`src/vcm_cfg.svh`:
```
`ifndef VCM_CFG_SVH
`define VCM_CFG_SVH

// ----------------------------------------------------------------------
// Register map
// ----------------------------------------------------------------------
`define VCM_ADDR_W 16
`define VCM_REG_APP_MODE 16'h0200
`define VCM_REG_DECIM 16'h0201

// ----------------------------------------------------------------------
// Field positions and widths
// ----------------------------------------------------------------------
`define VCM_MODE_LSB 0
`define VCM_MODE_W 4
`define VCM_QIGN_BIT 5
`define VCM_DECIM_LSB 0
`define VCM_DECIM_W 4

// ----------------------------------------------------------------------
// Mode codes
// ----------------------------------------------------------------------
`define VCM_MODE_FULL 4'h0
`define VCM_MODE_ONE 4'h1
`define VCM_MODE_TWO 4'h2
`define VCM_MODE_FOUR 4'h3

// ----------------------------------------------------------------------
// Reset values
// ----------------------------------------------------------------------
`define VCM_MODE_RST 4'h0
`define VCM_QIGN_RST 1'b0
`define VCM_DECIM_RST 4'h1

// ----------------------------------------------------------------------
// Sizes
// ----------------------------------------------------------------------
`define VCM_SLOTS 8
`define VCM_DDCS 4
`define VCM_SAMPLE_W 16
`define VCM_FIFO_DEPTH 8

`endif

```
`src/vcm_pkg.sv`:
```
`default_nettype none
`include "vcm_cfg.svh"

package vcm_pkg;

  // ----------------------------------------------------------------------
  // Carriers
  // ----------------------------------------------------------------------
  typedef logic [`VCM_SAMPLE_W-1:0] vcm_sample_type;

  // All input streams of one sample instant travel together.
  typedef struct packed {
    vcm_sample_type adcA;
    vcm_sample_type adcB;
    vcm_sample_type [`VCM_DDCS-1:0] ddcI;
    vcm_sample_type [`VCM_DDCS-1:0] ddcQ;
  } vcm_streams_type;

  // One output frame: eight slots and a mask of those in use.
  typedef struct packed {
    logic [`VCM_SLOTS-1:0] active;
    vcm_sample_type [`VCM_SLOTS-1:0] slot;
  } vcm_frame_type;

  // Register access port.
  typedef struct packed {
    logic wrEn;
    logic rdEn;
    logic [`VCM_ADDR_W-1:0] addr;
    logic [7:0] wdata;
  } vcm_reg_req_type;

endpackage

`default_nettype wire

```
`src/vcm_fifo.sv`:
```
`timescale 1ns/10ps
`default_nettype none

module vcm_fifo #(
  parameter int WIDTH = 8,
  parameter int DEPTH = 8
) (
  input wire logic core_clk, // Clock.
  input wire logic reset_n, // Asynchronous reset, active low.
  input wire logic inValid, // Write request.
  output logic inReady, // Room for a word.
  input wire logic [WIDTH-1:0] inData, // Write data.
  output logic outValid, // Output word present.
  input wire logic outReady, // Consumer takes the word.
  output logic [WIDTH-1:0] outData // Output word.
);

  localparam int PW = $clog2(DEPTH);

  logic [WIDTH-1:0] mem [DEPTH];
  logic [PW-1:0] wrPtr_q;
  logic [PW-1:0] rdPtr_q;
  logic [PW:0] count_q;
  logic [PW:0] count_d;
  logic inReady_q;
  logic outValid_q;
  logic [WIDTH-1:0] outData_q;
  logic push;
  logic pop;

  // ----------------------------------------------------------------------
  // Handshakes
  // ----------------------------------------------------------------------
  // The output register refills whenever it is empty or being drained.
  assign push = inValid && inReady_q;
  assign pop = (count_q != '0) && (!outValid_q || outReady);
  assign count_d = count_q + {{PW{1'b0}}, push} - {{PW{1'b0}}, pop};
  assign inReady = inReady_q;
  assign outValid = outValid_q;
  assign outData = outData_q;

  // Storage; pointers wrap naturally, so DEPTH must be a power of two.
  always_ff @(posedge core_clk) begin
    if (push) begin
      mem[wrPtr_q] <= inData;
    end
  end

  // Pointers and fill level.
  always_ff @(posedge core_clk or negedge reset_n) begin
    if (!reset_n) begin
      wrPtr_q <= '0;
      rdPtr_q <= '0;
      count_q <= '0;
      inReady_q <= 1'b0;
    end else begin
      if (push) wrPtr_q <= wrPtr_q + 1'b1;
      if (pop) rdPtr_q <= rdPtr_q + 1'b1;
      count_q <= count_d;
      inReady_q <= (count_d < (PW+1)'(DEPTH));
    end
  end

  // Registered read port.
  always_ff @(posedge core_clk or negedge reset_n) begin
    if (!reset_n) begin
      outValid_q <= 1'b0;
      outData_q <= '0;
    end else if (pop) begin
      outValid_q <= 1'b1;
      outData_q <= mem[rdPtr_q];
    end else if (outReady) begin
      outValid_q <= 1'b0;
    end
  end

endmodule // vcm_fifo

`default_nettype wire

```
`src/virtual_converter_mapper.sv`:
```
// Operation
// RULE1: Mode field picks full, one, two, four.
// RULE2: Q-ignore bit picks real or complex.
// RULE3: Full bandwidth: A to slot 0, B 1.
// RULE4: Downconverter modes enable one, two, four channels.
// RULE5: Output rate is input rate over ratio.
// RULE6: Each I or Q stream is a converter.
// RULE7: Up to eight slots; count follows config.
// RULE8: Complex pairs adjacent; real I at slot k.
// RULE9: Same count for digital or analog I/Q.
// RULE10: Fixed slots only while swapping is off.
// RULE11: Unused slots carry zero, not counted active.
// RULE12: Software configures before link, matches count.
`include "vcm_cfg.svh"
`timescale 1ns/10ps
`default_nettype none

module virtual_converter_mapper
  import vcm_pkg::*;
#(
  parameter int FIFO_DEPTH = `VCM_FIFO_DEPTH
) (
  input wire logic core_clk, // Sample clock.
  input wire logic reset_n, // Asynchronous reset, active low.
  input wire vcm_reg_req_type regReq, // Register access request.
  output logic [7:0] regRdata, // Register read data.
  input wire logic channelSwap, // Swap enable for slot pairs.
  input wire logic sampleValid, // Input streams valid.
  output logic sampleReady, // Block can take a sample.
  input wire vcm_streams_type samples, // Converter and DDC streams.
  output logic frameValid, // Frame for the transport layer.
  input wire logic frameReady, // Transport layer takes frame.
  output vcm_frame_type frameData, // Slots and active mask.
  output logic [3:0] activeCount, // Converters in use.
  output logic [`VCM_SLOTS-1:0] activeMask // Slots in use.
);

  // ----------------------------------------------------------------------
  // Configuration registers
  // ----------------------------------------------------------------------
  logic [`VCM_MODE_W-1:0] appMode_q;
  logic qIgnore_q;
  logic [`VCM_DECIM_W-1:0] decimRatio_q;
  logic [7:0] regRdata_q;

  // Only the defined fields are stored; reserved bits read back as zero.
  always_ff @(posedge core_clk or negedge reset_n) begin
    if (!reset_n) begin
      appMode_q <= `VCM_MODE_RST;
      qIgnore_q <= `VCM_QIGN_RST;
    end else if (regReq.wrEn && regReq.addr == `VCM_REG_APP_MODE) begin
      appMode_q <= regReq.wdata[`VCM_MODE_LSB +: `VCM_MODE_W]; // RULE1
      qIgnore_q <= regReq.wdata[`VCM_QIGN_BIT]; // RULE2
    end
  end

  // Decimation ratio field.
  always_ff @(posedge core_clk or negedge reset_n) begin
    if (!reset_n) begin
      decimRatio_q <= `VCM_DECIM_RST;
    end else if (regReq.wrEn && regReq.addr == `VCM_REG_DECIM) begin
      decimRatio_q <= regReq.wdata[`VCM_DECIM_LSB +: `VCM_DECIM_W]; // RULE5
    end
  end

  // Read data is registered one cycle after the request; unmapped reads give zero.
  always_ff @(posedge core_clk or negedge reset_n) begin
    if (!reset_n) begin
      regRdata_q <= 8'h00;
    end else if (regReq.rdEn) begin
      regRdata_q <= 8'h00;
      if (regReq.addr == `VCM_REG_APP_MODE) begin
        regRdata_q[`VCM_MODE_LSB +: `VCM_MODE_W] <= appMode_q;
        regRdata_q[`VCM_QIGN_BIT] <= qIgnore_q;
      end else if (regReq.addr == `VCM_REG_DECIM) begin
        regRdata_q[`VCM_DECIM_LSB +: `VCM_DECIM_W] <= decimRatio_q;
      end
    end
  end

  assign regRdata = regRdata_q;

  // ----------------------------------------------------------------------
  // Mode decode
  // ----------------------------------------------------------------------
  logic fullBw;
  logic [2:0] ddcCount;
  logic [3:0] count_d;

  // Codes above four downconverters are not defined; they enable no slot
  // rather than guess at a mapping the receiver cannot expect.
  always_comb begin
    fullBw = 1'b0;
    ddcCount = 3'd0;
    unique case (appMode_q)
      `VCM_MODE_FULL: fullBw = 1'b1; // RULE1 RULE3
      `VCM_MODE_ONE: ddcCount = 3'd1; // RULE4
      `VCM_MODE_TWO: ddcCount = 3'd2; // RULE4
      `VCM_MODE_FOUR: ddcCount = 3'd4; // RULE4
      default: ddcCount = 3'd0;
    endcase
  end

  // Converter count: the same figure serves a digital or an analog I/Q
  // source, since both present one I and one Q stream.
  always_comb begin
    if (fullBw) begin
      count_d = qIgnore_q ? 4'd1 : 4'd2; // RULE7
    end else if (qIgnore_q) begin
      count_d = {1'b0, ddcCount}; // RULE6 RULE7
    end else begin
      count_d = {ddcCount, 1'b0}; // RULE6 RULE7 RULE9
    end
  end

  // ----------------------------------------------------------------------
  // Slot mapping
  // ----------------------------------------------------------------------
  // A net, not a variable: every slot of the loop drives its own bits.
  wire vcm_frame_type frame;

  genvar s;
  generate
    for (s = 0; s < `VCM_SLOTS; s++) begin : g_slot
      localparam int K = s / 2;
      localparam bit ODD = (s % 2) == 1;
      logic cplxOn;
      logic realOn;
      logic fullOn;
      vcm_sample_type cplxVal;
      vcm_sample_type realVal;
      vcm_sample_type fullVal;

      // Complex: I of channel K in the even slot, Q in the odd one.
      // Swapping exchanges the two halves of the pair.
      assign cplxOn = !fullBw && !qIgnore_q && (K < ddcCount); // RULE8
      assign cplxVal = (ODD ^ channelSwap) ? samples.ddcQ[K]
                                            : samples.ddcI[K]; // RULE8 RULE10

      // Real: I of channel s in slot s; the upper half stays unused.
      if (s < `VCM_DDCS) begin : g_real
        assign realOn = !fullBw && qIgnore_q && (s < ddcCount); // RULE8
        assign realVal = samples.ddcI[s];
      end else begin : g_noreal
        assign realOn = 1'b0;
        assign realVal = '0;
      end

      // Full bandwidth: converter A in slot 0, B in slot 1.
      if (s == 0) begin : g_full0
        assign fullOn = fullBw; // RULE3
        assign fullVal = channelSwap ? samples.adcB : samples.adcA; // RULE3 RULE10
      end else if (s == 1) begin : g_full1
        assign fullOn = fullBw && !qIgnore_q; // RULE3
        assign fullVal = channelSwap ? samples.adcA : samples.adcB; // RULE3 RULE10
      end else begin : g_fulln
        assign fullOn = 1'b0;
        assign fullVal = '0;
      end

      // Unused slots are forced to zero and left out of the mask.
      assign frame.active[s] = cplxOn || realOn || fullOn; // RULE11
      assign frame.slot[s] = fullOn ? fullVal :
                             cplxOn ? cplxVal :
                             realOn ? realVal : '0; // RULE11
    end
  endgenerate

  // ----------------------------------------------------------------------
  // Decimation
  // ----------------------------------------------------------------------
  logic [`VCM_DECIM_W-1:0] decimCnt_q;
  logic [`VCM_DECIM_W-1:0] ratioLast;
  logic fifoInReady;
  logic accept;
  logic decimHit;
  logic push;

  // A ratio of zero is treated as one, so the output never stops.
  // The compare uses >= so a ratio lowered mid-count ends at once.
  assign ratioLast = (decimRatio_q == '0) ? '0 : decimRatio_q - 1'b1;
  assign accept = sampleValid && fifoInReady;
  assign decimHit = (decimCnt_q >= ratioLast);
  assign push = accept && decimHit; // RULE5

  // Counts accepted input samples; one frame leaves per ratio samples.
  always_ff @(posedge core_clk or negedge reset_n) begin
    if (!reset_n) begin
      decimCnt_q <= '0;
    end else if (accept) begin
      decimCnt_q <= decimHit ? '0 : decimCnt_q + 1'b1; // RULE5
    end
  end

  // ----------------------------------------------------------------------
  // Status outputs
  // ----------------------------------------------------------------------
  logic [3:0] activeCount_q;
  logic [`VCM_SLOTS-1:0] activeMask_q;

  // The count shown here is what the link's converter count must match.
  always_ff @(posedge core_clk or negedge reset_n) begin
    if (!reset_n) begin
      activeCount_q <= 4'h0;
      activeMask_q <= '0;
    end else begin
      activeCount_q <= count_d; // RULE7 RULE12
      activeMask_q <= frame.active; // RULE11
    end
  end

  assign activeCount = activeCount_q;
  assign activeMask = activeMask_q;
  assign sampleReady = fifoInReady;

  // ----------------------------------------------------------------------
  // Output buffer
  // ----------------------------------------------------------------------
  // The buffer absorbs transport stalls; when it fills, sampleReady drops
  // and the decimation counter holds, so no input sample is skipped.
  vcm_fifo #(
    .WIDTH($bits(vcm_frame_type)),
    .DEPTH(FIFO_DEPTH)
  ) u_fifo (
    .core_clk(core_clk),
    .reset_n(reset_n),
    .inValid(push),
    .inReady(fifoInReady),
    .inData(frame),
    .outValid(frameValid),
    .outReady(frameReady),
    .outData(frameData)
  );

endmodule // virtual_converter_mapper

`default_nettype wire

```
`config.mk`:
```
export PLATFORM = sky130hd
export DESIGN_NAME = virtual_converter_mapper
export DESIGN_NICKNAME = d
export VERILOG_FILES = /design/src/vcm_pkg.sv /design/src/vcm_fifo.sv /design/src/virtual_converter_mapper.sv
export VERILOG_INCLUDE_DIRS = /design/src
export SDC_FILE = /design/constraint.sdc
export NUM_CORES = 1
export LEC_CHECK = 0
export BUFFER_PORTS_ARGS = -buffer_cell sky130_fd_sc_hd__buf_2
export CAP_MARGIN = 0
export CORE_MARGIN = 3
export CORE_UTILIZATION = 45
export CTS_BUF_LIST = sky130_fd_sc_hd__clkbuf_4
export DETAILED_ROUTE_END_ITERATION = 10
export PLACE_DENSITY = 0.59
export SYNTH_ARGS = -nofsm -noshare
export SYNTH_HDL_FRONTEND = slang
export SYNTH_SLANG_ARGS = --single-unit
```
`constraint.sdc`:
```
create_clock -name core_clk -period 24.4 [get_ports core_clk]
set_clock_uncertainty 0.15 [all_clocks]
set_input_delay 7.32 -clock core_clk [delete_from_list [all_inputs] [get_ports core_clk]]
set_output_delay 7.32 -clock core_clk [all_outputs]
set_load 0.02 [all_outputs]
```
# Word-level counts from Yosys, hierarchy flattened
# Memory sizes are Yosys's and may differ from the RTL's. A register that Yosys moved wholly into a read port is not among the register bits.
# Cells that the tools add are included.
[totals]
wordCells = 100
inputBits = 191
mem_count = 1
out_inout_bits = 158
reg_bits = 41
ram_bits = 1088
[op_classes]
magnitude_cmp = 6
n_reduce_logical = 32
eq_ne = 5
n_addsub = 6
mux = 38
[memory_table]
columns = ["memory", "words", "word_bits", "read_ports", "rd_clocked_by_memory_dff", "wr", "line", "rtl"]
rows = [
  ["u_fifo.mem", 8, 136, 1, 1, 1, "vcm_fifo.sv:20", "logic [WIDTH-1:0] mem [DEPTH];"],
]
[op_table]
columns = ["operator", "count"]
rows = [
  ["16-bit two-way mux", 24],
  ["16-bit by 10-bit == test with 1-bit output, second input constant", 2],
  ["4-bit two-way mux", 6],
  ["1-bit logical AND", 17],
  ["3-bit one-hot mux with 3 select lines", 1],
  ["4-bit by 2-bit == test with 1-bit output, second input constant", 2],
  ["4-bit zero test", 2],
  ["1-bit logical OR", 7],
  ["3-bit by 1-bit adder with 3-bit output, second input constant", 2],
  ["1-bit by 3-bit less-than comparator with 1-bit output, first input constant", 2],
  ["2-bit by 3-bit less-than comparator with 1-bit output, first input constant", 2],
  ["1-bit two-way mux", 6],
  ["4-bit by 1-bit adder with 4-bit output", 1],
  ["4-bit by 1-bit adder with 4-bit output, second input constant", 1],
  ["4-bit by 1-bit == test with 1-bit output, second input constant", 1],
  ["4-bit greater-or-equal comparator", 1],
  ["1-bit zero test", 4],
  ["4-bit less-than comparator, second input constant", 1],
  ["4-bit nonzero test", 1],
  ["4-bit by 1-bit subtractor with 4-bit output", 1],
  ["4-bit by 1-bit subtractor with 4-bit output, second input constant", 1],
  ["2-bit two-way mux", 1],
  ["2-bit nonzero test", 1],
]

# Depth between registers and ports, before layout
[logic_depth]
word_depth = 8
depth_mapped = 13

# By module
# A second synthesis with hierarchy kept.
[unflattened]
cells_unflattened = 3024
hier_area_um2 = 51324.2
[modules_own_cells]
columns = ["module", "area_each_um2", "instances", "cells_each", "seq_area_each_um2"]
rows = [
  ["vcm_fifo", 47202.8, 1, 2540, 36374.9],
  ["virtual_converter_mapper", 4121.5, 1, 484, 701.9],
]

# Least setup slack after synthesis
# Ideal clock, no wire load.
[synth_timing]
kind = "input-to-reg"
startpoint = "in sampleValid"
endpoint = "mem u_fifo.mem[1][0] (netlist bit), enable pin"
required_ns = 23.291
path_stages = 4
slack_ns = 2.553
arrival_time_ns = 20.738
n_path_buf = 1
cell_sequence = "nand2_1 -> nor3_1 -> buf_2 -> nor4bb_1"
[synth_between]
elab_chain_cells = 5
[synth_lines]
columns = ["item", "line", "rtl"]
rows = [
  ["from (decl)", "virtual_converter_mapper.sv:28", "input wire logic sampleValid,"],
  ["1-bit logical AND", "virtual_converter_mapper.sv:182", "assign accept = sampleValid && fifoInReady;"],
  ["1-bit logical AND", "virtual_converter_mapper.sv:184", "assign push = accept && decimHit;"],
  ["1-bit logical AND", "vcm_fifo.sv:35", "assign push = inValid && inReady_q;"],
  ["net u_fifo.push", "vcm_fifo.sv:28", "logic push;"],
  ["1-bit two-way mux", "vcm_fifo.sv:44", "if (push) begin"],
  ["1-bit two-way mux (implied by the code)", "vcm_fifo.sv:45", "mem[wrPtr_q] <= inData;"],
  ["to (decl)", "vcm_fifo.sv:20", ""],
]
# The timed path passes the listed nets, and every way through them passes these cells.

# Worst setup path after layout
[layout_timing]
startpoint = "in sampleValid"
endpoint = "mem u_fifo.mem[4][37] (netlist bit), enable pin"
[layout_between]
elab_chain_cells = 5
[layout_lines]
columns = ["item", "line"]
rows = [
  ["1-bit logical AND", "virtual_converter_mapper.sv:182"],
  ["1-bit logical AND", "virtual_converter_mapper.sv:184"],
  ["1-bit logical AND", "vcm_fifo.sv:35"],
  ["1-bit two-way mux", "vcm_fifo.sv:44"],
  ["1-bit two-way mux (implied by the code)", "vcm_fifo.sv:45"],
]
# Every way passes these cells.

==> results.md <==
* Clock Latency Late Sink at 1140 ps
* Crit Path Class: input pin to flop
* Num Clock Sinks at between 1000 and 1500
* Die X-Extent at around 340 um
* Cell at the root of the clock tree: sky130_fd_sc_hd__clkbuf_4
* Critical path endpoint category: flop
* Final worst-path cycle share at 0.412
* Final HPWL from detailed placement at 81.7 mm
* Avg WL per Cell at approximately 28 um
* Met3 track utilization from global routing at 0.0901
* Leakage dissipation at 20.5 nW
* Number of nets in the layout at 3265
* Number of remaining DRC errors at 0
* Total overflow reported by the global router at 0
* Critical path fanouts, max at 49
* Vertical die dimension at 338 um
* Worst relative slew slack at 0.237
* Synth Cell Area at 49500 um^2
* Die area at 114000 um^2
* Final critical delay including setup and external delays at around 10000 ps
* Number of buffers inserted during clock tree synthesis at 333
* Proportion of synthesized chip area in sequential cells at 0.738
* Number of setup violations in the final report at 0
* Final Power at 0.00634 W
* Highest clock rate at 99.5 MHz
* Synthesis-stage register bit count at roughly 1200
* DR iter-0 viols at approximately 2400
* First-pass iteration count of the detailed router at 5
* Fraction of final layout cells with drive strength greater than 1 at 0.381
* Clock H-tree levels at 5
* Clock slew seen by the registers of the worst setup and hold paths at 60 ps
* Hold WC Path Type: flop to flop
* Cell area reported after detailed placement at 52600 um^2
* Most common cell after layout, fill and taps aside: sky130_fd_sc_hd__edfxtp_1
* Async SR Flop Fraction at 0.140
* Starting utilization of the core area at 0.454
* Worst path cell trace: buf_2, nand2_1, nor3_1, buf_4, and3_4, buf_4, buf_4
* Post-route setup slack at 14350 ps
* Max IR drop VDD at 0.0000923 V
* Result of the run: complete, no violations
* RePlAce Congestion at just under 0.9
* Count of antenna-violating nets left after detailed routing at 0
* Largest stage delay, worst path at roughly 870 ps
* Place WS at 13210 ps
* Number of max-slew violations in the final report at 0
* Crit path max-delay cell type: sky130_fd_sc_hd__buf_4
* Cell variety after synth at 50
* Via count at around 27000
* Prevailing post-synth register cell: sky130_fd_sc_hd__edfxtp_1
* Accumulated negative setup slack at 0 ps
* Number of antenna violations at the first check in global routing at 22
* Ports placed on the boundary at between 300 and 400
* Via count of the first global-routing pass at 28476
* Synth Warn # at 0
* Required time at the endpoint of the critical path at 24920 ps
* Worst EP arrival at 10580 ps
* Most frequent CP cell: sky130_fd_sc_hd__buf_4
* Commonest non-fill, non-tap cells in the layout: sky130_fd_sc_hd__edfxtp_1 (1072), sky130_fd_sc_hd__clkbuf_4 (499), sky130_fd_sc_hd__buf_2 (340), sky130_fd_sc_hd__mux4_2 (284), sky130_fd_sc_hd__mux2i_1 (250)
* Slew of the pin with the lowest slew margin at ~1100 ps
* Hold path startpoint: regRdata[5]$_DFFE_PN0P_
* Gr busiest metal: met2
* Max Root-Sink Buffers at 4
* Hold bufs inserted after CTS at 0
* Post-CTS Resized at 0
* Area grow syn2layout at 14.9%
* Site Rows at 121
* Critical path origin: sampleValid
* Post-synthesis cell count at 2488
* Placeable core region at 109000 um^2
* MaxCap Viol Count at 0
* Global-route usage over all layers at 0.239
* Final cell area excluding filler cells at 56900 um^2
* Setup repair after global routing missed its margin: no
* Avg Synthesized Cell Area at ~20 um^2
* Nature of the critical path startpoint: input pin
* Cell Pwr Density at 111 nW/um^2
* Number of vias per cell after detailed routing at 5.66
* Number of enable-type register cells in the synthesized netlist at approximately 1100
* CTS tree: yes
* Global-route met1 utilization at 0.321
* Port bufs at around 340
* Startpoint of the lowest-slack register-to-register path: decimRatio_q[1]$_DFFE_PN0P_
* WL final at 134 mm
* Number of setup buffers added after CTS at 0
* Count of endpoints failing hold in the final timing report at 0
* First-pass GRT wire length at slightly below 200 mm
* Met2 track demand over resource at 0.365
* Largest net degree at the start of global routing at 110
[flip-flops by register name (all words and copies together) (netlist names), 3 cells and up]
| name | cells |
|---|---|
| appMode_q | 4 |
| u_fifo.wrPtr_q | 3 |
| u_fifo.outData | 134 |
| decimRatio_q | 4 |
| activeMask | 6 |
| activeCount | 4 |
| decimCnt_q | 4 |
| u_fifo.count_q | 4 |
| regRdata | 5 |
| u_fifo.mem | 1072 |
| u_fifo.rdPtr_q | 3 |
[final cells by class]
class	count	area (um^2)
flip-flops and latches	1246	36600
multi-input cells	1068	12100
fillers	8901	52100
clock inverters	79	475
repair buffers	390	2120
diodes	20	50.0
inverters	22	85.1
well taps	1414	1770
clock buffers	499	3750
[synth_stat cells, types with 16 or more instances]
master	number	area, um^2
sky130_fd_sc_hd__mux2i_1	250	2500
sky130_fd_sc_hd__o2bb2ai_1	32	280
sky130_fd_sc_hd__inv_1	21	78.8
sky130_fd_sc_hd__nor2_1	209	785
sky130_fd_sc_hd__buf_4	33	248
sky130_fd_sc_hd__a22o_1	16	140
sky130_fd_sc_hd__mux4_2	284	6400
sky130_fd_sc_hd__edfxtp_1	1072	32200
sky130_fd_sc_hd__clkbuf_1	49	184
sky130_fd_sc_hd__buf_2	49	245
sky130_fd_sc_hd__a21oi_1	147	736
sky130_fd_sc_hd__dfrtp_1	173	4330
[where the power goes]
group          switching [W]  internal (W)
sequential          0.000184       0.00261
clock               0.000823      0.000995
combinational       0.000998      0.000730
[worst paths after layout]
| check | end | slack (ps) | cells after the start |
|---|---|---|---|
| worst max-delay path | u_fifo.mem[4][37]$_DFFE_PP_ | 14350 | 7 |
| max in group asynchronous | u_fifo.outData[53]$_DFFE_PN0P_ | 16950 | 2 |
| worst min-delay path | regRdata[5]$_DFFE_PN0P_ | 360 | 2 |
| worst min register to register | regRdata[5]$_DFFE_PN0P_ | 360 | 2 |
| worst max register to register | u_fifo.mem[4][37]$_DFFE_PP_ | 19240 | 11 |
| min in group asynchronous | u_fifo.outData[29]$_DFFE_PN0P_ | 6000 | 1 |
[cells by family (layout without fill, tap and decap cells)]
logic type	Yosys count	after routing	share of synthesized area
flip-flops	1246	1246	0.738
multiplexers	545	545	0.182
AND/OR/NAND/NOR	262	262	0.0229
AO/OA/AOI/OAI	238	238	0.0323
buffers and inverters	176	990	0.0194
adder cells (fa/ha/maj)	13	13	0.00344
XOR/XNOR	7	7	0.00124
other	1	23	0.0000758
[per-stage QoR]
stage | std cells | hold WS, ps | util
floorplan | 2490 | 315 | -
global placement | 4140 | 330 | 0.483
detailed placement | 4140 | 349 | 0.483
CTS | 4718 | 363 | 0.521
global route | 4726 | 380 | 0.521
finish | 4738 | 361 | 0.522
[layer usage]
layer	vias up	wire, um	part of all wire
li1	11488	-	-
met1	14096	54700	0.41
met2	1126	63200	0.47
met3	121	13700	0.10
met4	4	2490	0.019
met5	-	34	0.00025
[worst max-delay path, delay by kind of cell]
| kind | cells | cell delay [ps] |
|---|---|---|
| AND/OR/NAND/NOR | 3 | 1170 |
| buffers and inverters | 4 | 2040 |
Power figures use the tool's default switching activity.
